[config.mk]
export PLATFORM = sky130hd
export DESIGN_NAME = sec_ctrl
export DESIGN_NICKNAME = d
export VERILOG_FILES = /design/src/core/sec_ctrl.v /design/src/core/sec_serial.v /design/src/core/sec_tmo.v
export VERILOG_INCLUDE_DIRS = /design/src /design/src/core
export SDC_FILE = /design/constraint.sdc
export NUM_CORES = 1
export LEC_CHECK = 0
export BUFFER_PORTS_ARGS = -buffer_cell sky130_fd_sc_hd__buf_2
export CAP_MARGIN = 10
export CORE_MARGIN = 8
export CORE_UTILIZATION = 40
export CTS_CLUSTER_SIZE = 12
export DETAILED_ROUTE_END_ITERATION = 10
export REMOVE_ABC_BUFFERS = 1
export SYNTH_ARGS = -nofsm -noshare
export SYNTH_HDL_FRONTEND = slang
export SYNTH_HIERARCHICAL = 1
export SYNTH_SLANG_ARGS = --single-unit
[constraint.sdc]
create_clock -name hclk -period 4.8 [get_ports hclk]
set_clock_uncertainty 0.1 [all_clocks]
set_input_delay 0 -clock hclk [delete_from_list [all_inputs] [get_ports hclk]]
set_output_delay 0 -clock hclk [all_outputs]
set_load 0.03 [all_outputs]
[src/core/sec_consts.vh]
// Constants for the serial EEPROM command controller: offsets, fields, codes and timing.
`ifndef SEC_CONSTS_VH
`define SEC_CONSTS_VH

// ============================================================
// Register byte offsets
`define SEC_OFS_CMD         8'hB0
`define SEC_OFS_DATA        8'hB4
`define SEC_OFS_IRQ_STAT    8'hB8
`define SEC_OFS_IRQ_CLR     8'hBC
`define SEC_OFS_IRQ_EN      8'hC0

// ============================================================
// Command register fields
`define SEC_CMD_BUSY_BIT    31
`define SEC_CMD_CODE_HI     30
`define SEC_CMD_CODE_LO     28
`define SEC_CMD_TMO_BIT     9
`define SEC_CMD_LOADED_BIT  8
`define SEC_CMD_ADDR_HI     7
`define SEC_CMD_ADDR_LO     0

// ============================================================
// Reset values
`define SEC_RST_ADDR        8'h00
`define SEC_RST_DATA        8'h00
`define SEC_RST_IRQ         3'h0

// ============================================================
// Interrupt status bits
`define SEC_IRQ_DONE_BIT    0
`define SEC_IRQ_TMO_BIT     1
`define SEC_IRQ_LOADED_BIT  2

// ============================================================
// Command codes held in the command register
`define SEC_C_READ          3'h0
`define SEC_C_WDIS          3'h1
`define SEC_C_WEN           3'h2
`define SEC_C_WRITE         3'h3
`define SEC_C_WRALL         3'h4
`define SEC_C_ERASE         3'h5
`define SEC_C_CLRALL        3'h6
`define SEC_C_RELOAD        3'h7

// ============================================================
// Serial opcodes and address-field extensions
`define SEC_OP_READ         2'h2
`define SEC_OP_WRITE        2'h1
`define SEC_OP_ERASE        2'h3
`define SEC_OP_EXT          2'h0
`define SEC_EXT_WEN         2'h3
`define SEC_EXT_WDIS        2'h0
`define SEC_EXT_WRALL       2'h1
`define SEC_EXT_CLRALL      2'h2

// ============================================================
// Frame lengths and reload layout
`define SEC_LEN_SHORT       5'd11
`define SEC_LEN_LONG        5'd19
`define SEC_RL_SIG          8'hA5
`define SEC_RL_BYTES        3'd6

// ============================================================
// Timing
`define SEC_TMO_MS          30
`define SEC_CLK_MHZ         200
`define SEC_TMO_CYCLES      (`SEC_TMO_MS * `SEC_CLK_MHZ * 1000)
`define SEC_SK_HALF         20

`endif

[src/core/sec_ctrl.v]
// Serial EEPROM command controller with AHB-Lite register port and interrupt.
//
// Contract
// - No memory response within timeout abandons the command and returns to idle.
// - A timeout sets the command register timeout flag, marking last operation failed.
// - Data line held high without memory: commands finish normally, never time out.
// - In that case busy clears as soon as the serial sequence ends.
// - Line low, memory absent: only write, write-all, erase, erase-all time out.
// - Address-loaded flag sets after successful power-up or reload; writing one clears it.
// - Command register low byte is the memory address, reset zero.
// - Data register low byte holds read or write value; read/write, resets zero.
// - Data register at fixed offset works with command register; upper bits read zero.
`timescale 1ns/10ps
`include "sec_consts.vh"
module sec_ctrl #(
  parameter TMO_CYCLES = `SEC_TMO_CYCLES,
  parameter SK_HALF    = `SEC_SK_HALF,
  parameter [7:0] SIG  = `SEC_RL_SIG
) (
  // Clock, reset and enable
  input  wire        hclk,
  input  wire        hresetn,
  input  wire        ce,
  // AHB-Lite slave
  input  wire        hsel,
  input  wire [31:0] haddr,
  input  wire [1:0]  htrans,
  input  wire        hwrite,
  input  wire [2:0]  hsize,
  input  wire [31:0] hwdata,
  input  wire        hready,
  output reg         hreadyout_r,
  output reg  [31:0] hrdata_r,
  output reg         hresp_r,
  // Interrupt
  output reg         irq_r,
  // Station address
  output reg  [47:0] mac_addr_r,
  output reg         addr_loaded_r,
  // Serial memory pins
  output wire        eecs,
  output wire        eesk,
  output wire        eedat_out,
  output wire        eedat_oe,
  input  wire        eedat_in
);

  localparam ST_POR  = 3'd0;
  localparam ST_IDLE = 3'd1;
  localparam ST_CMD  = 3'd2;
  localparam ST_RSIG = 3'd3;
  localparam ST_RBYT = 3'd4;

  // ============================================================
  // Helpers
  function [2:0] sticky;
    input [2:0] cur;
    input [2:0] set;
    input [2:0] clr;
    begin
      // A set in the same cycle as a clear wins.
      sticky = (cur & ~clr) | set;
    end
  endfunction

  function [18:0] frame;
    input [2:0] code;
    input [7:0] addr;
    input [7:0] data;
    reg   [1:0] op;
    reg   [7:0] a;
    begin
      op = `SEC_OP_EXT;
      a  = addr;
      case (code)
        `SEC_C_READ:   op = `SEC_OP_READ;
        `SEC_C_RELOAD: op = `SEC_OP_READ;
        `SEC_C_WRITE:  op = `SEC_OP_WRITE;
        `SEC_C_ERASE:  op = `SEC_OP_ERASE;
        `SEC_C_WEN:    a  = {`SEC_EXT_WEN, 6'h00};
        `SEC_C_WDIS:   a  = {`SEC_EXT_WDIS, 6'h00};
        `SEC_C_WRALL:  a  = {`SEC_EXT_WRALL, 6'h00};
        `SEC_C_CLRALL: a  = {`SEC_EXT_CLRALL, 6'h00};
        default:       op = `SEC_OP_EXT;
      endcase
      frame = {1'b1, op, a, data};
    end
  endfunction

  // ============================================================
  // State
  reg  [2:0]  st_r;
  reg         busy_r;
  reg  [2:0]  code_r;
  reg  [7:0]  addr_r;
  reg  [7:0]  data_r;
  reg         tmo_flag_r;
  reg  [2:0]  irq_stat_r;
  reg  [2:0]  irq_en_r;
  reg  [2:0]  rl_idx_r;
  reg         ser_start_r;
  reg  [18:0] ser_bits_r;
  reg  [4:0]  ser_len_r;
  reg         ser_rx_r;
  reg         ser_wait_r;
  reg         ap_wr_r;
  reg         ap_rd_r;
  reg  [7:0]  ap_addr_r;
  reg  [2:0]  ev;
  reg  [31:0] rd_mux;
  reg         loaded_set;

  wire        ser_done;
  wire        ser_waiting;
  wire [7:0]  ser_rx;
  wire        tmo_hit;
  wire        ap_take;
  wire        wr_cmd;
  wire        wr_data;
  wire        cmd_go;

  // ============================================================
  // Serial engine and timeout
  sec_serial #(
    .SK_HALF  (SK_HALF)
  ) u_serial (
    .hclk      (hclk),
    .hresetn   (hresetn),
    .ce        (ce),
    .start     (ser_start_r),
    .tx_bits   (ser_bits_r),
    .tx_len    (ser_len_r),
    .rx_en     (ser_rx_r),
    .wait_rdy  (ser_wait_r),
    .abort     (tmo_hit),
    .done_r    (ser_done),
    .waiting_r (ser_waiting),
    .rx_byte_r (ser_rx),
    .cs_r      (eecs),
    .sk_r      (eesk),
    .dat_out_r (eedat_out),
    .dat_oe_r  (eedat_oe),
    .dat_in    (eedat_in)
  );

  // Only the ready wait is timed, so commands without a wait cannot time out.
  sec_tmo #(
    .CYCLES    (TMO_CYCLES)
  ) u_tmo (
    .hclk      (hclk),
    .hresetn   (hresetn),
    .ce        (ce),
    .run       (ser_waiting),
    .expired_r (tmo_hit)
  );

  // ============================================================
  // Bus decode
  assign ap_take = hsel & htrans[1] & hready;
  assign wr_cmd  = ap_wr_r && (ap_addr_r == `SEC_OFS_CMD);
  assign wr_data = ap_wr_r && (ap_addr_r == `SEC_OFS_DATA);
  assign cmd_go  = wr_cmd && !busy_r && hwdata[`SEC_CMD_BUSY_BIT] && (st_r == ST_IDLE);

  always @* begin
    rd_mux = 32'h0000_0000;
    case (ap_addr_r)
      `SEC_OFS_CMD: begin
        rd_mux[`SEC_CMD_BUSY_BIT]                    = busy_r;
        rd_mux[`SEC_CMD_CODE_HI:`SEC_CMD_CODE_LO]    = code_r;
        rd_mux[`SEC_CMD_TMO_BIT]                     = tmo_flag_r;
        rd_mux[`SEC_CMD_LOADED_BIT]                  = addr_loaded_r;
        rd_mux[`SEC_CMD_ADDR_HI:`SEC_CMD_ADDR_LO]    = addr_r;
      end
      `SEC_OFS_DATA:     rd_mux[7:0] = data_r;
      `SEC_OFS_IRQ_STAT: rd_mux[2:0] = irq_stat_r;
      `SEC_OFS_IRQ_EN:   rd_mux[2:0] = irq_en_r;
      default:           rd_mux      = 32'h0000_0000;
    endcase
  end

  // ============================================================
  // AHB-Lite slave: writes complete with no wait, reads insert one wait state
  // so that a read right after a write sees the new value.
  always @(posedge hclk or negedge hresetn) begin
    if (!hresetn) begin
      ap_wr_r     <= 1'b0;
      ap_rd_r     <= 1'b0;
      ap_addr_r   <= 8'h00;
      hreadyout_r <= 1'b1;
      hrdata_r    <= 32'h0000_0000;
      hresp_r     <= 1'b0;
    end else if (ce) begin
      hresp_r <= 1'b0;
      ap_wr_r <= 1'b0;
      if (ap_rd_r) begin
        ap_rd_r     <= 1'b0;
        hrdata_r    <= rd_mux;
        hreadyout_r <= 1'b1;
      end else if (ap_take) begin
        ap_addr_r   <= haddr[7:0];
        ap_wr_r     <= hwrite;
        ap_rd_r     <= ~hwrite;
        hreadyout_r <= hwrite;
      end
    end
  end

  // ============================================================
  // Command sequencer
  always @* begin
    loaded_set = ser_done && (st_r == ST_RBYT) && (rl_idx_r == `SEC_RL_BYTES);
    ev[`SEC_IRQ_DONE_BIT]   = ser_done && (st_r == ST_CMD || loaded_set || (st_r == ST_RSIG && ser_rx != SIG));
    ev[`SEC_IRQ_TMO_BIT]    = tmo_hit;
    ev[`SEC_IRQ_LOADED_BIT] = loaded_set;
  end

  always @(posedge hclk or negedge hresetn) begin
    if (!hresetn) begin
      st_r          <= ST_POR;
      busy_r        <= 1'b1;
      code_r        <= `SEC_C_RELOAD;
      addr_r        <= `SEC_RST_ADDR;
      data_r        <= `SEC_RST_DATA;
      tmo_flag_r    <= 1'b0;
      addr_loaded_r <= 1'b0;
      mac_addr_r    <= 48'h0000_0000_0000;
      rl_idx_r      <= 3'd0;
      ser_start_r   <= 1'b0;
      ser_bits_r    <= 19'h00000;
      ser_len_r     <= `SEC_LEN_SHORT;
      ser_rx_r      <= 1'b0;
      ser_wait_r    <= 1'b0;
    end else if (ce) begin
      ser_start_r <= 1'b0;

      // Writing one clears the flag; a set in the same cycle wins.
      if (wr_cmd && hwdata[`SEC_CMD_LOADED_BIT]) begin
        addr_loaded_r <= 1'b0;
      end
      if (loaded_set) begin
        addr_loaded_r <= 1'b1;
      end
      if (wr_cmd && hwdata[`SEC_CMD_TMO_BIT]) begin
        tmo_flag_r <= 1'b0;
      end
      if (tmo_hit) begin
        tmo_flag_r <= 1'b1;
      end

      // The data byte is frozen while a command runs so the frame stays consistent.
      if (wr_data && !busy_r) begin
        data_r <= hwdata[7:0];
      end

      case (st_r)
        ST_POR: begin
          st_r        <= ST_RSIG;
          ser_start_r <= 1'b1;
          ser_bits_r  <= frame(`SEC_C_RELOAD, 8'h00, 8'h00);
          ser_len_r   <= `SEC_LEN_SHORT;
          ser_rx_r    <= 1'b1;
          ser_wait_r  <= 1'b0;
        end
        ST_IDLE: begin
          if (cmd_go) begin
            busy_r      <= 1'b1;
            code_r      <= hwdata[`SEC_CMD_CODE_HI:`SEC_CMD_CODE_LO];
            addr_r      <= hwdata[`SEC_CMD_ADDR_HI:`SEC_CMD_ADDR_LO];
            tmo_flag_r  <= 1'b0;
            ser_start_r <= 1'b1;
            ser_bits_r  <= frame(hwdata[`SEC_CMD_CODE_HI:`SEC_CMD_CODE_LO],
                                 hwdata[`SEC_CMD_ADDR_HI:`SEC_CMD_ADDR_LO], data_r);
            case (hwdata[`SEC_CMD_CODE_HI:`SEC_CMD_CODE_LO])
              `SEC_C_WRITE, `SEC_C_WRALL: begin
                ser_len_r  <= `SEC_LEN_LONG;
                ser_rx_r   <= 1'b0;
                ser_wait_r <= 1'b1;
              end
              `SEC_C_ERASE, `SEC_C_CLRALL: begin
                ser_len_r  <= `SEC_LEN_SHORT;
                ser_rx_r   <= 1'b0;
                ser_wait_r <= 1'b1;
              end
              `SEC_C_READ, `SEC_C_RELOAD: begin
                ser_len_r  <= `SEC_LEN_SHORT;
                ser_rx_r   <= 1'b1;
                ser_wait_r <= 1'b0;
              end
              default: begin
                ser_len_r  <= `SEC_LEN_SHORT;
                ser_rx_r   <= 1'b0;
                ser_wait_r <= 1'b0;
              end
            endcase
            if (hwdata[`SEC_CMD_CODE_HI:`SEC_CMD_CODE_LO] == `SEC_C_RELOAD) begin
              st_r <= ST_RSIG;
            end else begin
              st_r <= ST_CMD;
            end
          end
        end
        ST_CMD: begin
          // Busy drops a cycle after the sequence or the timeout ends.
          if (ser_done) begin
            busy_r <= 1'b0;
            st_r   <= ST_IDLE;
            if (code_r == `SEC_C_READ) begin
              data_r <= ser_rx;
            end
          end
        end
        ST_RSIG: begin
          if (ser_done) begin
            if (ser_rx == SIG) begin
              st_r        <= ST_RBYT;
              rl_idx_r    <= 3'd1;
              ser_start_r <= 1'b1;
              ser_bits_r  <= frame(`SEC_C_RELOAD, 8'h01, 8'h00);
            end else begin
              // No valid image: the station address stays as it was.
              busy_r <= 1'b0;
              st_r   <= ST_IDLE;
            end
          end
        end
        ST_RBYT: begin
          if (ser_done) begin
            mac_addr_r <= {ser_rx, mac_addr_r[47:8]};
            if (rl_idx_r == `SEC_RL_BYTES) begin
              busy_r <= 1'b0;
              st_r   <= ST_IDLE;
            end else begin
              rl_idx_r    <= rl_idx_r + 3'd1;
              ser_start_r <= 1'b1;
              ser_bits_r  <= frame(`SEC_C_RELOAD, {5'h00, rl_idx_r + 3'd1}, 8'h00);
            end
          end
        end
        default: begin
          st_r   <= ST_IDLE;
          busy_r <= 1'b0;
        end
      endcase
    end
  end

  // ============================================================
  // Interrupt status, clear and enable
  always @(posedge hclk or negedge hresetn) begin
    if (!hresetn) begin
      irq_stat_r <= `SEC_RST_IRQ;
      irq_en_r   <= `SEC_RST_IRQ;
      irq_r      <= 1'b0;
    end else if (ce) begin
      irq_stat_r <= sticky(irq_stat_r, ev,
                           (ap_wr_r && ap_addr_r == `SEC_OFS_IRQ_CLR) ? hwdata[2:0] : 3'h0);
      if (ap_wr_r && ap_addr_r == `SEC_OFS_IRQ_EN) begin
        irq_en_r <= hwdata[2:0];
      end
      irq_r <= |(irq_stat_r & irq_en_r);
    end
  end

endmodule // sec_ctrl

[src/core/sec_serial.v]
// Serial shift engine: clocks a command frame out, data in, then optionally waits for ready.
`timescale 1ns/10ps
`include "sec_consts.vh"
module sec_serial #(
  parameter SK_HALF = `SEC_SK_HALF
) (
  // Clock and reset
  input  wire        hclk,
  input  wire        hresetn,
  input  wire        ce,
  // Request
  input  wire        start,
  input  wire [18:0] tx_bits,
  input  wire [4:0]  tx_len,
  input  wire        rx_en,
  input  wire        wait_rdy,
  input  wire        abort,
  // Answer
  output reg         done_r,
  output reg         waiting_r,
  output reg  [7:0]  rx_byte_r,
  // Memory pins
  output reg         cs_r,
  output reg         sk_r,
  output reg         dat_out_r,
  output reg         dat_oe_r,
  input  wire        dat_in
);

  localparam S_IDLE  = 2'd0;
  localparam S_SHIFT = 2'd1;
  localparam S_GAP   = 2'd2;
  localparam S_WAIT  = 2'd3;

  reg  [1:0]  st_r;
  reg  [15:0] div_r;
  reg  [4:0]  idx_r;
  reg  [4:0]  total_r;
  reg  [4:0]  txn_r;
  reg  [18:0] sh_r;
  reg         wait_r;
  wire        tick;

  assign tick = (div_r == SK_HALF - 1);

  // ============================================================
  // Sequencer
  always @(posedge hclk or negedge hresetn) begin
    if (!hresetn) begin
      st_r      <= S_IDLE;
      div_r     <= 16'h0000;
      idx_r     <= 5'd0;
      total_r   <= 5'd0;
      txn_r     <= 5'd0;
      sh_r      <= 19'h00000;
      wait_r    <= 1'b0;
      done_r    <= 1'b0;
      waiting_r <= 1'b0;
      rx_byte_r <= 8'h00;
      cs_r      <= 1'b0;
      sk_r      <= 1'b0;
      dat_out_r <= 1'b0;
      dat_oe_r  <= 1'b0;
    end else if (ce) begin
      done_r <= 1'b0;
      div_r  <= (st_r == S_IDLE || tick) ? 16'h0000 : div_r + 16'h0001;
      case (st_r)
        S_IDLE: begin
          if (start) begin
            st_r      <= S_SHIFT;
            cs_r      <= 1'b1;
            sk_r      <= 1'b0;
            dat_oe_r  <= 1'b1;
            dat_out_r <= tx_bits[18];
            sh_r      <= {tx_bits[17:0], 1'b0};
            idx_r     <= 5'd0;
            txn_r     <= tx_len;
            total_r   <= rx_en ? tx_len + 5'd8 : tx_len;
            wait_r    <= wait_rdy;
          end
        end
        S_SHIFT: begin
          if (tick) begin
            if (!sk_r) begin
              sk_r <= 1'b1;
              if (idx_r >= txn_r) begin
                rx_byte_r <= {rx_byte_r[6:0], dat_in};
              end
            end else begin
              sk_r  <= 1'b0;
              idx_r <= idx_r + 5'd1;
              if (idx_r + 5'd1 == total_r) begin
                st_r      <= S_GAP;
                cs_r      <= 1'b0;
                dat_oe_r  <= 1'b0;
                dat_out_r <= 1'b0;
              end else if (idx_r + 5'd1 < txn_r) begin
                dat_out_r <= sh_r[18];
                sh_r      <= {sh_r[17:0], 1'b0};
              end else begin
                dat_oe_r  <= 1'b0;
                dat_out_r <= 1'b0;
              end
            end
          end
        end
        S_GAP: begin
          if (tick) begin
            if (wait_r) begin
              st_r      <= S_WAIT;
              cs_r      <= 1'b1;
              waiting_r <= 1'b1;
            end else begin
              st_r   <= S_IDLE;
              done_r <= 1'b1;
            end
          end
        end
        S_WAIT: begin
          // A line held high with no part fitted reads as ready at once and never times out.
          if (dat_in || abort) begin
            st_r      <= S_IDLE;
            cs_r      <= 1'b0;
            waiting_r <= 1'b0;
            done_r    <= 1'b1;
          end
        end
        default: begin
          st_r <= S_IDLE;
        end
      endcase
    end
  end

endmodule // sec_serial

[src/core/sec_tmo.v]
// Ready-wait timeout counter for the serial EEPROM controller.
`timescale 1ns/10ps
module sec_tmo #(
  parameter CYCLES = 6000000
) (
  // Clock and reset
  input  wire        hclk,
  input  wire        hresetn,
  input  wire        ce,
  // Control
  input  wire        run,
  output reg         expired_r
);

  reg  [31:0] cnt_r;

  // ============================================================
  // Counter
  // Restarts whenever the wait is idle, so each wait gets the full period.
  always @(posedge hclk or negedge hresetn) begin
    if (!hresetn) begin
      cnt_r     <= 32'h0000_0000;
      expired_r <= 1'b0;
    end else if (ce) begin
      expired_r <= 1'b0;
      if (!run) begin
        cnt_r <= 32'h0000_0000;
      end else if (cnt_r == CYCLES - 1) begin
        cnt_r     <= 32'h0000_0000;
        expired_r <= 1'b1;
      end else begin
        cnt_r <= cnt_r + 32'h0000_0001;
      end
    end
  end

endmodule // sec_tmo

==> results of run 1 <==
## final cells by class
class | count | area (um^2)
fill | 2574 | 14600
multi-input combinational | 679 | 5010
inverter | 29 | 109
timing repair buffer | 139 | 903
sequential | 228 | 5710
clock inverter | 6 | 72.6
tap | 378 | 473
clock buffer | 40 | 742
## logic make-up (layout without fill, tap and decap cells)
kind of cell               Yosys count  in the layout  share of synthesized area [%]
xor gates and xnor gates            29             29                           2.55
AOI/OAI and AO/OA                  203            203                           13.1
other                                2             22                         0.0673
and+or+nand+nor                    298            298                           15.1
buffers and inverters               98            214                           4.64
muxes                              112            112                           11.7
adders and majority gates           15             15                           1.68
DFF                                228            228                           51.2
## placed cells by master (no fill, tap or decap), types with 7 or more instances in the layout
master / count
a21oi_1: 26
a22o_1: 15
a22oi_1: 20
a32oi_1: 7
buf_2: 97
buf_4: 7
clkbuf_1: 9
clkbuf_16: 25
conb_1: 22
dfrtp_1: 222
dlygate4sd3_1: 33
ha_1: 15
inv_1: 27
mux2_2: 91
mux2_4: 14
mux2i_1: 7
nand2_1: 80
nand2b_1: 8
nand3_1: 27
nand4_1: 16
nor2_1: 42
nor2b_1: 8
nor3_1: 12
nor4_1: 7
o21ai_0: 53
o221a_1: 10
o221a_2: 7
o31ai_1: 12
or3_1: 26
or4_1: 14
xnor2_1: 13
xor2_1: 14
## what timing repair did
item	CTS	global route
setup endpoints to repair	0	0
hold buffers	33	0
hold endpoints to repair	206	0
## stage by stage
step	instance area, um^2	worst slack (ns)
2_1_floorplan	10800	1.03
3_3_place_gp	11900	1.82
3_5_place_dp	11900	1.80
4_1_cts	13000	1.79
5_1_grt	13000	1.72
6_report	13000	1.81
## cells in the mapped netlist, drive strengths merged (16+ instances only)
cell    count
a21oi      26
a22oi      21
buf        41
clkbuf     28
dfrtp     222
inv        29
mux2      105
nand2      80
nand3      28
nand4      18
nor2       46
o21ai      53
o221a      17
or3        26
or4        16
## flip-flops by register name, summed over array words and instances (netlist names), 2 cells and up
signal              cells
u_serial/sh_r          18
code_r                  3
irq_en_r                3
mac_addr_r             48
ser_bits_r             19
hrdata_r               14
u_serial/idx_r          5
u_serial/rx_byte_r      8
addr_r                  8
u_serial/txn_r          2
rl_idx_r                3
irq_stat_r              3
u_serial/st_r           2
u_serial/div_r         16
data_r                  8
st_r                    3
u_serial/total_r        5
ser_len_r               2
u_tmo/cnt_r            32
ap_addr_r               8
## power breakdown
group,total (W),internal (W),switching (W),leakage [nW]
Combinational,0.00106,0.000475,0.000583,2.59
Clock,0.00190,0.00112,0.000780,0.398
Sequential,0.00238,0.00217,0.000213,3.04
## critical path: cells and delay by family, from the launching register on
kind	cells	cell delay (ns)
DFF	1	0.41
and+or+nand+nor	3	1.94
muxes	1	0.41
## routing by layer
layer / part of all wire (%) / vias to the layer above
met5: 0 / -
li1: - / 3831
met1: 48 / 3984
met4: 1.7 / 0
met3: 4.1 / 36
met2: 46 / 151
## how the worst min path moves through the flow
stage	slack (ns)	from	endpoint	cells after the start
6_report	0.01	hready	ap_addr_r[6]	4
5_1_grt	0.02	hready	ap_addr_r[3]	4
4_1_cts	0.006	hready	ap_addr_r[3]	4
3_5_place_dp	0.06	hresetn	u_tmo/cnt_r[25]	1
3_3_place_gp	0.07	hresetn	u_tmo/cnt_r[27]	1
2_1_floorplan	-0.40	hresetn	addr_loaded_r	0
==> results.ini, run 1 <==
[yosys]
syn_area_um2 = 11200
synth_edf_count = 0
async_reset_ff_share_pct = 100
synth_top_area_share_pct = 49.8
yosys_warnings = 6
ys_seq_elements = 228
synth_cells = 985
yosys_most_used_dff = dfrtp_1
ys_types = 85
ys_seq_area_share_pct = 51.2
synth.area.top_cells = dfrtp_1 (50%), mux2_2 (9.2%), nand2_1 (2.7%), o21ai_0 (2.4%), mux2_4 (1.9%)
avgSynthCellArea_um2 = 11.3
synth_area_leader_cell = dfrtp_1

[worst_setup_path]
cp_data_arrival_time_ns = 3.31
cp_max_fo = 22
cp_slowest_stage_delay_ns = 0.72
endpoint = addr_r[0]
rrSetupSlack_ns = 1.81
crit_path_cell_trace = or4_1 -> or4_4 -> nor2_4 -> mux2_2
worstSetupPathType = reg -> reg
worst_ep_required_time_ns = 5.12
cp_slowest_cell = or4_1
rr_worst_depth = 4
endpoint_kind = flip-flop
worstSetupStartpoint = ap_addr_r[1]
r2r-end = addr_r[0]
r2r-start = ap_addr_r[1]
startpoint_type = flip-flop

[die]
initial_utilization_pct = 40.4
dieHeight_um = 183
core_area_um2 = 27600
die_width_um = 183
die-area_um2 = 33500
num_io_pins = 164
rows = 61

[drt]
drc = 0
routedWlPerCell_um = 17.2
routed_wl_mm = 25.7
firstDrtPassIters = 5
ant_nets = 0
drt_iter0_drc = 460
viasPerCell = 5.34
vias = 8002

[sta]
fmax_ghz = 0.335
setup_violations = 0
slew-limit-headroom_pct = 25.7
holdWs_ns = 0.0120
finalSetupTns_ns = 0
hold_violations = 0
drv_slew = 0
worst_slew_pin_slew_ns = 1.11
post-route-period-util_pct = 62.2
period_minus_slack_ns = 2.99
rsz0062_at_grt = no

[clock_tree]
cts_setup_buffers = 0
cts_buffers = 25
htreeDepth = 1
cts_buffer_depth = 3
clk_pin_slew_ns = 0.06
cts_tree = yes
clock_latency_ns = 0.53
clkSinkCount = 228
cts_resized = 0
root_buffer = clkbuf_16

[finish]
area_growth_syn_to_layout_pct = 16.8
stdcell_count = 1499
num_antenna_cells = 0
nets = 1193
final_core_util_pct = 47.2
drive_above_1_share_pct = 25.8

[status]
run_status = complete, no violations

[global_routing]
grt.total_usage_pct = 15.5
grt_overflow = 0
antenna_found_initial = 0
grt_busiest_layer = met2
grtUsageMet2_pct = 24.2
grt_util_met3_pct = 2.10
grt_use_met1_pct = 22.6
grt_pass1_vias = 7992
grt_pass1_wl_mm = 43.5
grt_max_degree = 123

[power_and_ir_drop]
p_per_area_nw_per_um2 = 409
power_w = 0.00533
p_leak_nw = 6.03
irDropWorstVdd_uv = 286

[flow_run]
drv_cap = 0

[placed_design]
hpwl_mm = 17.3
routabilityCongestion = 0.803
dp.cells = 1420
io_buffers = 98

[hold_path]
hold_path.class = in -> reg

(Power assumes the default switching activity.)
==> run 2, diff against run 1 <==
- clock period: 4.8 -> 2.6 ns (I/O delays scaled with it)
==> results.ini, run 2 (synthesis results as in run 1) <==
[status]
run_status = complete, no violations

[sta]
slew-limit-headroom_pct = 41.6
drv_slew = 0
hold_violations = 0
worst_slew_pin_slew_ns = 0.873
finalSetupTns_ns = 0
fin_ws_ns = 0.139
setup_violations = 0
fmax_ghz = 0.406
post-route-period-util_pct = 94.7
rsz0062_at_grt = no
period_minus_slack_ns = 2.46

[global_routing]
grt_overflow = 0
grt_pass1_vias = 7999
antenna_found_initial = 0
grt_max_degree = 75
grt.total_usage_pct = 15.4
grt_pass1_wl_mm = 43.1

[hold_path]
hold_start = hwdata[31]
hold_path_depth = 5
hold_path.class = in -> reg
min_to = st_r[1]

[worst_setup_path]
startpoint_type = flip-flop
rrSetupSlack_ns = 0.14
cp_max_fo = 20
cp_data_arrival_time_ns = 2.77
worstSetupPathType = reg -> reg
cp_slowest_cell = or4_1
r2r-end = ser_bits_r[15]
rr_worst_depth = 5
r2r-start = ap_addr_r[1]
worst_ep_required_time_ns = 2.91
endpoint_kind = flip-flop
cp_slowest_stage_delay_ns = 0.62
crit_path_cell_trace = or4_1 -> o41ai_1 -> o2111ai_2 -> buf_12 -> mux2_4

[finish]
mostFrequentLayoutCell = dfrtp_1
reg_top3 = mac_addr_r (48), u_tmo/cnt_r (32), ser_bits_r (19)
largest_reg_flops = 48
top_register = mac_addr_r
fillers = 2553
area_growth_syn_to_layout_pct = 19.6
nets = 1222
mostFrequentLayoutCells = dfrtp_1 (222), buf_2 (97), mux2_2 (91)
stdcell_count = 1526
num_antenna_cells = 0
drive_above_1_share_pct = 28.2

[die]
core_area_um2 = 27600
num_io_pins = 164
die-area_um2 = 33500
die_width_um = 183
dieHeight_um = 183
initial_utilization_pct = 40.4
rows = 61

[drt]
firstDrtPassIters = 5
ant_nets = 0
routedWlPerCell_um = 17.2
drt_iter0_drc = 408
viasPerCell = 5.31
drc = 0
routed_wl_mm = 26.2
vias = 8110

[placed_design]
routabilityCongestion = 0.836
io_buffers = 98
dp_slack_ns = -0.0299
hpwl_mm = 18.2
dp.cells = 1451

[clock_tree]
cts_buffer_depth = 3
cts_buffers = 26
cts_tree = yes
clock_latency_ns = 0.53
cts_setup_buffers = 0
clk_pin_slew_ns = 0.06
clkSinkCount = 228
root_buffer = clkbuf_16
htreeDepth = 1

[power_and_ir_drop]
irDropWorstVdd_uv = 508
p_per_area_nw_per_um2 = 764
p_leak_nw = 6.21

[flow_run]
drv_cap = 0

run 2: cell count changes in the layout (fill, tap and decap cells not counted), moves of 2 or more:
cell and delta:
buf_4 +27, clkbuf_8 -2, clkbuf_1 -2, bufinv_16 +2, buf_12 +4, dlygate4sd3_1 -4
run 2: per-layer routing:
metal / global-route usage, % / vias to the layer above / part of all wire (%)
met4: 2.99 / 0 / 1.1
met1: 22.3 / 4042 / 48
met3: 1.96 / 22 / 3.9
li1: - / 3890 / -
met2: 24.5 / 156 / 47
met5: 0 / - / 0
run 2: final cells by class:
class	instances	area [um^2]	share of cell area [%]
clock buffers	37	732	5.49
well taps	378	473	3.55
flip-flops and latches	228	5710	42.8
multi-input cells	680	5040	37.8
clock inverters	8	126	0.947
inverters	29	109	0.816
repair buffers	166	1150	8.59
run 2: repair_timing:
item / in CTS / in global routing
cloned: 0 / 1
setup endpoints to repair: 17 / 15
hold buffers: 29 / 0
hold endpoints to repair: 297 / 0
resized for setup: 1 / 2
run 2: worst max-delay path, delay by kind of cell, from the launching register on:
family / cells / cell delay [ns]
buffers and inverters: 1 / 0.20
flip-flops: 1 / 0.36
multiplexers: 1 / 0.29
AO/OA/AOI/OAI: 2 / 0.76
AND/OR/NAND/NOR: 1 / 0.62
run 2: per-stage QoR:
step	cell area (um^2)	hold slack, ns	utilization (%)	power, W
finish	13300	0.0293	48.3	0.0102
global route	13300	0.0755	48.3	0.0107
CTS	13300	0.0193	48.2	0.0103
detailed placement	12200	-0.0777	44.0	0.00653
global placement	12200	-0.0856	44.0	0.00647
floorplan	10800	-0.396	-	0.00574
run 2: power breakdown:
| group | internal (W) | switching, W | leakage [nW] | total [W] |
|---|---|---|---|---|
| combinational | 0.000992 | 0.00118 | 2.75 | 0.00217 |
| clock | 0.00225 | 0.00142 | 0.422 | 0.00366 |
| sequential | 0.00400 | 0.000354 | 3.04 | 0.00436 |
run 2: worst max path at each step:
| stage | from | endpoint |
|---|---|---|
| 3_5_place_dp | u_serial/idx_r[0] | u_serial/sh_r[18] |
| 5_1_grt | ap_addr_r[1] | ser_bits_r[17] |
| 6_report | ap_addr_r[1] | ser_bits_r[15] |
| 3_3_place_gp | u_serial/idx_r[0] | u_serial/sh_r[4] |
| 2_1_floorplan | st_r[1] | mac_addr_r[0] |
| 4_1_cts | ap_addr_r[1] | ser_bits_r[15] |
